--- config.mk ---
export PLATFORM = sky130hd
export DESIGN_NAME = can_filter_routing_ctrl
export DESIGN_NICKNAME = d
export VERILOG_FILES = /design/src/can_filt_pkg.sv /design/src/can_filter_routing_ctrl.sv /design/src/filter_match.sv
export VERILOG_INCLUDE_DIRS = /design/src
export SDC_FILE = /design/constraint.sdc
export NUM_CORES = 2
export LEC_CHECK = 0
export BUFFER_PORTS_ARGS = -buffer_cell sky130_fd_sc_hd__buf_4
export CORE_UTILIZATION = 45
export DETAILED_ROUTE_END_ITERATION = 8
export GPL_ROUTABILITY_DRIVEN = 0
export PLACE_DENSITY = 0.62
export REMOVE_ABC_BUFFERS = 1
export SLEW_MARGIN = 20
export SYNTH_ARGS = -nofsm -noshare
export SYNTH_HDL_FRONTEND = slang
export SYNTH_SLANG_ARGS = --single-unit
--- constraint.sdc ---
create_clock -name i_clk -period 23 [get_ports i_clk]
set_input_delay 4.6 -clock i_clk [delete_from_list [all_inputs] [get_ports i_clk]]
set_output_delay 4.6 -clock i_clk [all_outputs]
set_load 0.05 [all_outputs]
--- src/can_filt_defs.svh ---
// register map, field positions and reset values of the filter control block
// Function
// - filter 13 enable at control bit 15
// - filter 12 enable at control bit 7
// - filter 13 mask choice, bits 14:13
// - filter 12 mask choice, bits 6:5
// - match stored in selected buffer 0-31
// - buffer fields at 20:16, 12:8, 4:0
// - sixteen acceptance pattern registers, index 0-15
// - unmasked pattern bits must equal identifier
// - bit 19 picks extended or standard format
`ifndef CAN_FILT_DEFS_SVH
`define CAN_FILT_DEFS_SVH

// word offsets on the bus
`define CF_OFS_CTRL      8'h00
`define CF_OFS_STAT      8'h04
`define CF_OFS_PAT_BASE  8'h40
`define CF_OFS_PAT_MASK  8'hC0

// per-filter control byte layout
`define CF_EN_BIT        7
`define CF_CHOICE_LSB    5
`define CF_DEST_LSB      0

// acceptance pattern layout
`define CF_STD_PAT_LSB   21
`define CF_EXT_SEL_BIT   19
`define CF_EXT_PAT_MSB   17
`define CF_PAT_RW_MASK   32'hFFEB_FFFF

// status layout
`define CF_ST_FILT_LSB   0
`define CF_ST_FIFO_LSB   8
`define CF_ST_SEEN_BIT   16

// reset values
`define CF_CTRL_RST      32'h0000_0000
`define CF_PAT_RST       32'h0000_0000

`endif

--- src/can_filt_pkg.sv ---
// types shared by the acceptance filter control block
package can_filt_pkg;

    typedef enum logic [1:0] {
        MASK_0 = 2'b00,
        MASK_1 = 2'b01,
        MASK_2 = 2'b10,
        MASK_3 = 2'b11
    } mask_sel_t;

    typedef struct packed {
        logic [31:0]       ctrl;
        logic [15:0][31:0] pat;
        logic              ack;
        logic [31:0]       rdat;
        logic              mvalid;
        logic              reject;
        logic [3:0]        mfilt;
        logic [4:0]        mfifo;
        logic [3:0]        last_filt;
        logic [4:0]        last_fifo;
        logic              seen;
    } filt_state_t;

endpackage

--- src/can_filter_routing_ctrl.sv ---
// acceptance filter control registers, compare and buffer routing
`timescale 1ns/1ps
`include "can_filt_defs.svh"
module can_filter_routing_ctrl
    import can_filt_pkg::*;
#(
    parameter int NUM_FILTERS = 16,
    parameter int NUM_MASKS   = 4
) (
    // clock and reset
    input  wire logic                    i_clk,
    input  wire logic                    i_rst,
    // wishbone slave
    input  wire logic                    i_wb_cyc,
    input  wire logic                    i_wb_stb,
    input  wire logic                    i_wb_we,
    input  wire logic [7:0]              i_wb_adr,
    input  wire logic [31:0]             i_wb_dat,
    input  wire logic [3:0]              i_wb_sel,
    output logic                         o_wb_ack,
    output logic [31:0]                  o_wb_dat,
    // control bytes of filters 0 to 11, same layout as group three
    input  wire logic [95:0]             i_low_ctrl,
    // acceptance masks, mask k at bits 29k+28:29k
    input  wire logic [NUM_MASKS*29-1:0] i_masks,
    // received identifier
    input  wire logic                    i_rx_valid,
    input  wire logic [28:0]             i_rx_id,
    input  wire logic                    i_rx_ext,
    // routing result
    output logic                         o_match_valid,
    output logic                         o_reject,
    output logic [3:0]                   o_match_filter,
    output logic [4:0]                   o_match_fifo
);
    filt_state_t      state_q;
    filt_state_t      state_d;
    logic [15:0][7:0] ctrl_byte;
    logic [15:0]      active;
    logic [15:0]      hit;
    logic [3:0]       win;
    logic [3:0]       pidx;
    logic             any_hit;
    logic             req_new;
    logic             wr_commit;
    logic             is_pat;
    logic [31:0]      rd_word;

    if (NUM_FILTERS != 16 || NUM_MASKS != 4) begin : g_chk
        $error("can_filter_routing_ctrl: map fixed at 16 filters, 4 masks");
    end

    function automatic logic [31:0] merge(input logic [31:0] old_v,
                                          input logic [31:0] new_v,
                                          input logic [3:0]  sel);
        logic [31:0] r;
        r = old_v;
        for (int b = 0; b < 4; b++) begin
            if (sel[b]) begin
                r[b*8 +: 8] = new_v[b*8 +: 8];
            end
        end
        return r;
    endfunction

    // filter 15 sits in the top byte, filter 12 in the bottom one
    assign ctrl_byte = {state_q.ctrl, i_low_ctrl};

    for (genvar g = 0; g < 16; g++) begin : g_flt
        assign active[g] = ctrl_byte[g][`CF_EN_BIT];
        filter_match #(
            .NUM_MASKS (NUM_MASKS),
            .ID_W      (29)
        ) u_match (
            .i_active      (active[g]),
            .i_mask_choice (mask_sel_t'(ctrl_byte[g][`CF_CHOICE_LSB +: 2])),
            .i_pattern     (state_q.pat[g]),
            .i_masks       (i_masks),
            .i_rx_id       (i_rx_id),
            .i_rx_ext      (i_rx_ext),
            .o_hit         (hit[g])
        );
    end

    // lowest numbered filter wins when several match
    always_comb begin
        win = 4'h0;
        for (int n = 15; n >= 0; n--) begin
            if (hit[n]) begin
                win = 4'(n);
            end
        end
    end

    assign any_hit   = |hit;
    assign req_new   = i_wb_cyc & i_wb_stb & ~state_q.ack;
    assign wr_commit = i_wb_cyc & i_wb_stb & state_q.ack & i_wb_we;
    assign is_pat    = (i_wb_adr & `CF_OFS_PAT_MASK) == `CF_OFS_PAT_BASE;
    assign pidx      = i_wb_adr[5:2];

    always_comb begin
        rd_word = 32'h0000_0000;
        if (is_pat) begin
            rd_word = state_q.pat[pidx];
        end else if (i_wb_adr == `CF_OFS_CTRL) begin
            rd_word = state_q.ctrl;
        end else if (i_wb_adr == `CF_OFS_STAT) begin
            rd_word[`CF_ST_FILT_LSB +: 4] = state_q.last_filt;
            rd_word[`CF_ST_FIFO_LSB +: 5] = state_q.last_fifo;
            rd_word[`CF_ST_SEEN_BIT]      = state_q.seen;
        end
    end

    always_comb begin
        state_d        = state_q;
        state_d.ack    = req_new;
        state_d.rdat   = 32'h0000_0000;
        state_d.mvalid = 1'b0;
        state_d.reject = 1'b0;
        if (req_new && !i_wb_we) begin
            state_d.rdat = rd_word;
        end
        // writes land on the edge that the master samples ack
        if (wr_commit) begin
            if (i_wb_adr == `CF_OFS_CTRL) begin
                state_d.ctrl = merge(state_q.ctrl, i_wb_dat, i_wb_sel);
            end else if (is_pat && !active[pidx]) begin
                // an enabled filter keeps its pattern so a match
                // never sees a half written identifier
                state_d.pat[pidx] = merge(state_q.pat[pidx], i_wb_dat,
                                          i_wb_sel) & `CF_PAT_RW_MASK;
            end
        end
        if (i_rx_valid) begin
            if (any_hit) begin
                state_d.mvalid    = 1'b1;
                state_d.mfilt     = win;
                state_d.mfifo     = ctrl_byte[win][`CF_DEST_LSB +: 5];
                state_d.last_filt = win;
                state_d.last_fifo = ctrl_byte[win][`CF_DEST_LSB +: 5];
                state_d.seen      = 1'b1;
            end else begin
                state_d.reject = 1'b1;
            end
        end
    end

    always_ff @(posedge i_clk or posedge i_rst) begin
        if (i_rst) begin
            state_q           <= '0;
            state_q.ctrl      <= `CF_CTRL_RST;
            state_q.pat       <= {16{`CF_PAT_RST}};
        end else begin
            state_q <= state_d;
        end
    end

    assign o_wb_ack       = state_q.ack;
    assign o_wb_dat       = state_q.rdat;
    assign o_match_valid  = state_q.mvalid;
    assign o_reject       = state_q.reject;
    assign o_match_filter = state_q.mfilt;
    assign o_match_fifo   = state_q.mfifo;
endmodule // can_filter_routing_ctrl

--- src/filter_match.sv ---
// one acceptance filter compare against the received identifier
`timescale 1ns/1ps
`include "can_filt_defs.svh"
module filter_match
    import can_filt_pkg::*;
#(
    parameter int NUM_MASKS = 4,
    parameter int ID_W      = 29
) (
    // filter setup
    input  wire logic                      i_active,
    input  wire mask_sel_t                 i_mask_choice,
    input  wire logic [31:0]               i_pattern,
    input  wire logic [NUM_MASKS*ID_W-1:0] i_masks,
    // received frame
    input  wire logic [ID_W-1:0]           i_rx_id,
    input  wire logic                      i_rx_ext,
    // result
    output logic                           o_hit
);
    logic [ID_W-1:0] want;
    logic [ID_W-1:0] mask;
    logic [ID_W-1:0] used;

    if (NUM_MASKS != 4 || ID_W != 29) begin : g_chk
        $error("filter_match: two-bit mask choice needs 4 masks of 29 bits");
    end

    assign want = {i_pattern[31:`CF_STD_PAT_LSB],
                   i_pattern[`CF_EXT_PAT_MSB:0]};
    assign mask = i_masks[int'(i_mask_choice)*ID_W +: ID_W];
    // standard frames carry only the upper eleven bits
    assign used = i_rx_ext ? mask : {mask[ID_W-1:ID_W-11], 18'h0_0000};
    assign o_hit = i_active
                 & (i_pattern[`CF_EXT_SEL_BIT] == i_rx_ext)
                 & ~|((want ^ i_rx_id) & used);
endmodule // filter_match

== After elaboration in Yosys (flattened, before gate mapping) ==
Index checks and enable logic that the tools add are counted.
W data, S select, Z words.

* Input port bits: 292
* Register bits after elaboration: 589

* Bitwise operators: 70
* Magnitude comparators: 3
* Equal/unequal tests: 18
* Muxes and demuxes: 72
* $mul: 16
* Shift-type cells: 16
* Reduce and logical (&&, ||, !) cells: 45

{| class="wikitable"
|+ Operators with widths
! cell !! number
|-
| $shiftx A116 B8 Y29 || 16
|-
| $bwmux W512 || 1
|-
| $and A29 B29 Y29 || 16
|-
| $reduce_or A29 Y1 || 16
|-
| $xor A29 B29 Y29 || 16
|-
| $mux W18 || 16
|-
| $bmux W32 S4 || 1
|-
| $demux W32 S4 || 1
|-
| $mux W32 || 4
|-
| $mux W8 || 16
|-
| $mul A2 B5 Y7 const B || 16
|-
| $mux W4 || 19
|-
| $and A1 B1 Y1 || 36
|-
| $bmux W8 S4 || 1
|-
| $mux W21 || 1
|-
| $mux W19 || 1
|-
| $logic_not A1 Y1 || 18
|-
| $eq A1 B1 Y1 || 16
|-
| $reduce_or A16 Y1 || 1
|-
| $mux W15 || 1
|-
| $mux W5 || 3
|-
| $reduce_and A3 Y1 || 5
|-
| $lt A4 B5 Y1 const B || 2
|-
| $eq A8 B3 Y1 const B || 1
|-
| other kinds (9) || 16
|}

== Longest topological paths before layout ==
* Word-level depth: 27
* Depth in mapped cells: 17

== Modules after synthesis ==
Synthesis repeated with hierarchy kept, for this count alone.

* Cell total of the unflattened synthesis: 3571
* Area, all modules: 45696.3 µm²

{| class="wikitable"
|+ By module, submodules not included
! module !! instances !! seq. area each (µm²) !! cells each !! area an instance (µm²)
|-
| can_filter_routing_ctrl || 1 || 13938.4 || 2211 || 26758.2
|-
| filter_match || 16 || 0.0 || 85 || 1183.6
|}

== Least setup slack after synthesis ==
OpenSTA, ideal clock, no wires.

* Path type: input to register
* Start point: input port i_wb_adr[2]
* End point: register state_q[474] in the netlist's numbering
* Cell stages on the path: 10
* Buffers on the path: 6
* Required time: 22.863 ns
* Path slack: 14.987 ns
* Data arrival time: 7.876 ns
* Cells stage by stage: clkbuf_1 -> buf_2 -> buf_1 -> clkbuf_1 -> buf_2 -> mux4_2 -> mux4_2 -> mux2i_1 -> clkbuf_1 -> a21oi_1

* Word-level cells in the longest chain between the ends: 7

{| class="wikitable"
|+ RTL lines
! element !! line !! source
|-
| from (decl) || can_filter_routing_ctrl.sv:17 || <nowiki>input wire logic [7:0] i_wb_adr,</nowiki>
|-
| $bmux W32 S4 || can_filter_routing_ctrl.sv:130 || <nowiki>state_d.pat[pidx] = merge(state_q.pat[pidx], i_wb_dat,</nowiki>
|-
| $mux W32 (not written as such) || can_filter_routing_ctrl.sv:130 ||
|-
| $mux W8 || can_filter_routing_ctrl.sv:59 || <nowiki>if (sel[b]) begin</nowiki>
|-
| $mux W8 || can_filter_routing_ctrl.sv:127 || <nowiki>end else if (is_pat && !active[pidx]) begin</nowiki>
|-
| $mux W8 || can_filter_routing_ctrl.sv:125 || <nowiki>if (i_wb_adr == `CF_OFS_CTRL) begin</nowiki>
|-
| $mux W8 || can_filter_routing_ctrl.sv:124 || <nowiki>if (wr_commit) begin</nowiki>
|-
| $bwmux W512 (no line) || - ||
|-
| to (signal assigned) || can_filter_routing_ctrl.sv:154 || <nowiki>state_q <= state_d;</nowiki>
|-
| to (decl) || can_filter_routing_ctrl.sv:36 || <nowiki>filt_state_t state_q;</nowiki>
|}

Several ways; a longest one is shown, not always the timed one. The select of a mux whose other input is x is not followed.
A chain may end at the register's enable or synchronous reset.

== Final worst setup path ==
* Start point: input port i_low_ctrl[69]
* End point: register state_q[5] in the netlist's numbering

* Word-level cells in the longest chain between the ends: 18

{| class="wikitable"
|+ RTL lines
! element !! line !! source
|-
| from (decl) || can_filter_routing_ctrl.sv:23 || <nowiki>input wire logic [95:0] i_low_ctrl,</nowiki>
|-
| $mul A2 B5 Y7 * || filter_match.sv:31 || <nowiki>assign mask = i_masks[int'(i_mask_choice)*ID_W +: ID_W];</nowiki>
|-
| $shiftx A116 B8 Y29 * || filter_match.sv:31 ||
|-
| $mux W18 || filter_match.sv:33 || <nowiki>assign used = i_rx_ext ? mask : {mask[ID_W-1:ID_W-11], 18'h0_0000};</nowiki>
|-
| $and A29 B29 Y29 * || filter_match.sv:36 || <nowiki>& ~|((want ^ i_rx_id) & used);</nowiki>
|-
| $reduce_or A29 Y1 * || filter_match.sv:36 ||
|-
| $logic_not A1 Y1 * || filter_match.sv:36 ||
|-
| $and A1 B1 Y1 * || filter_match.sv:34 || <nowiki>assign o_hit = i_active</nowiki>
|-
| $mux W4 (9 in a row) || can_filter_routing_ctrl.sv:89 || <nowiki>if (hit[n]) begin</nowiki>
|-
| $bmux W8 S4 || can_filter_routing_ctrl.sv:140 || <nowiki>state_d.last_fifo = ctrl_byte[win][`CF_DEST_LSB +: 5];</nowiki>
|-
| $mux W5 (not written as such) || can_filter_routing_ctrl.sv:140 ||
|}

Every way passes the cells marked *; elsewhere a longest branch is shown, timed or not. The select of a mux whose other input is x is not followed.

==> impl_metrics.toml <==
[run_status]
status = "finished with violations"
violations = "DRC"

[power]
combPwrFrac_pct = 21.8
p_int_mw = 1.904
power_mw = 2.750
power_density_mw_per_mm2 = 56.92
swShare_pct = 30.76
power_switching_mw = 0.8459
p_leak_nw = 20.64
vdd_ir_drop_max_v = 0.00004052
seqPwrFrac_pct = 37.1
clock_power_share_pct = 41.1

[setup_path]
worst_setup_path_end_kind = "flop"
critPathSlowestCell = "o31ai_1"
crit_chain = "buf_4 > mux4_2 > a22oi_1 > nand4_1 > o31ai_1 > nand2_1 > a221o_1 > o311ai_4 > a21oi_4 > mux2_1 > o22a_1 > a32oi_1 > o31ai_1"
slowest_delay_ns = 0.68
r2r_start = "ctrl_byte[125]"
r2r_cells = 13
arrival_ns = 9.46
worstPathRequired_ns = 23.50
worst-path-max-fanout = 29
path_class = "in -> reg"
cpMostUsedCell = "o31ai_1"
cp-start-kind = "input pin"
worstSetupStartpoint = "i_low_ctrl[69]"

[sta]
hold_viol_final = 0
final-setup-viol-count = 0
period_needed_ns = 8.959
fmax_mhz = 111.6
max-slew-margin-rel_pct = 21.96
rsz0062_at_grt = "false"
fin_tns_setup_ns = 0
max_slew.worst_pin.slew_ns = 1.168
fin_worst_skew_ns = 0.03087
slew_violations = 0
fin_crit_sh_pct = 38.95

[routing]
wl_um = 189100
drt-initial-drc-count = 6824
vias = 37110
dr.pass1.iters = 9
post_drt_wl_per_cell_um = 37.25
drc = 1
detail-route-antenna-nets = 0
avgViaCountPerCell = 7.312

[job]
maxCapViolations = 0

[synthesis]
ys_seq_area_share_pct = 31.96
synth_cell_type_count = 66
yosysWarningCount = 0
avgSynthCellArea_um2 = 11.51
synth-main-ff-cell = "dfrtp_1"
synth_edf_count = 0
postSynth.asyncResetShare_pct = 100.0
synthesis.instances = 3790
syn_area_mm2 = 0.04361
ys_ff_latch = 557

[floorplan]
die_area_mm2 = 0.09815
core_mm2 = 0.09544
ios = 336
die_w_um = 313.3
rows = 113
start_util_pct = 45.69
die_height_um = 313.3

[clocking]
hold_buffers = 0
clk-insertion-delay-late_ns = 0.64
cts_setup_buffers = 0
cts_max_path_buffers = 3
clock-sinks = 557
htree_num_levels = 3
numCtsBuffers = 66
clockRootBuffer = "clkbuf_16"
cts_resized = 0
cts_tree = "done"
path_clk_slew_ns = 0.06

[global_routing]
grt_first_pass_wirelength_um = 268400
gr-total-overflow = 0
grt_util_all_layers_pct = 38.16
grt_max_degree = 104
grt_pass1_vias = 35420
antenna_found_initial = 16

[placed_design]
dp_hpwl_um = 126900
port_buffers = 335
place_area_mm2 = 0.04603
place_inst = 4954

[layout]
mostFrequentLayoutCell = "mux4_2"
drive_above_1_share_pct = 31.33
stdcell_area_mm2 = 0.04830
nNetsFinal = 4049
fillerInstances = 8470
most-common-layout-cells = "mux4_2 (592), dfrtp_1 (552), xor2_1 (465)"
fin_cells = 5076
area_growth_syn_to_layout_pct = 10.77

[hold_path]
holdPathStages = 1
min_from = "state_q[0]"
hold_class = "reg -> reg"
worst max-delay path, delay by kind of cell:
family,cells,cell delay (ns)
buffers and inverters,1,0.65
AND/OR/NAND/NOR,2,0.34
multiplexers,2,1.01
AO/OA/AOI/OAI,8,2.79
state kept, by name (all words and copies together) (netlist names):
signal	count
o_reject	1
ctrl_byte	28
o_wb_dat	32
o_match_valid	1
active	4
o_wb_ack	1
state_q	490
power groups by stage:
stage          logic, mW  clock network [mW]  registers, mW
2_1_floorplan      0.263                   0           1.05
3_3_place_gp       0.566                   0           1.04
3_5_place_dp       0.571                   0           1.04
4_1_cts            0.573                1.13           1.02
5_1_grt            0.610                1.17           1.02
6_report           0.600                1.13           1.02
layout make-up:
class / count / area, um2 / share of cell area (%)
timing repair buffer: 397 / 3015 / 6.243
clock buffer: 98 / 1968 / 4.075
antenna: 3 / 7.507 / 0.01554
multi-input combinational: 2729 / 27460 / 56.84
inverter: 6 / 30.03 / 0.06217
sequential: 557 / 13940 / 28.87
clock inverter: 21 / 299.0 / 0.6191
tap: 1265 / 1583 / 3.277
final timing paths:
check	end	slack [ns]
min in group asynchronous	o_wb_dat[22]	4.10
setup reg to reg	state_q[5]	17.32
max in group asynchronous	state_q[514]	14.87
hold reg to reg	state_q[0]	0.48
setup / recovery	state_q[5]	14.04
hold / removal	state_q[0]	0.48
synthesized netlist by cell type, types with 27 or more instances:
cell type,n,area [um2]
a21oi_1,306,1531
a22oi_1,221,1659
buf_1,34,127.6
buf_2,87,435.4
buf_4,49,367.9
clkbuf_1,311,1167
dfrtp_1,557,13940
mux2_2,41,461.7
mux2i_1,58,580.6
mux4_1,27,709.4
mux4_2,592,13330
nand2_1,247,927.1
nand4_1,51,319.1
nor2_1,362,1359
o21ai_0,183,915.9
xor2_1,465,4073
metal layers:
| metal | vias to the layer above | part of all wire [%] | global-route usage, % |
|---|---|---|---|
| li1 | 14220 | - | - |
| met1 | 18630 | 35 | 49.35 |
| met2 | 3471 | 41 | 53.33 |
| met3 | 771 | 17 | 18.85 |
| met4 | 26 | 6.3 | 17.76 |
| met5 | - | 0.18 | 1.209 |
kinds of logic (layout without fill, tap and decap cells):
family / Yosys count / after routing / share of synthesized area (%)
AO/OA/AOI/OAI: 792 / 792 / 11.24
XOR/XNOR: 480 / 480 / 9.641
buffers and inverters: 504 / 522 / 5.394
flip-flops: 557 / 557 / 31.96
multiplexers: 722 / 722 / 34.70
other: 0 / 3 / 0
AND/OR/NAND/NOR: 735 / 735 / 7.067
stage by stage:
stage / hold slack [ns] / util [%] / setup WS, ns
2_1_floorplan: 0.4349 / - / 2.824
4_1_cts: 0.4811 / 50.61 / 14.36
3_5_place_dp: 0.4711 / 48.23 / 13.71
3_3_place_gp: 0.4653 / 48.20 / 13.83
5_1_grt: 0.4906 / 50.61 / 14.08
6_report: 0.4783 / 50.61 / 14.04
(Power assumes the default switching activity.)
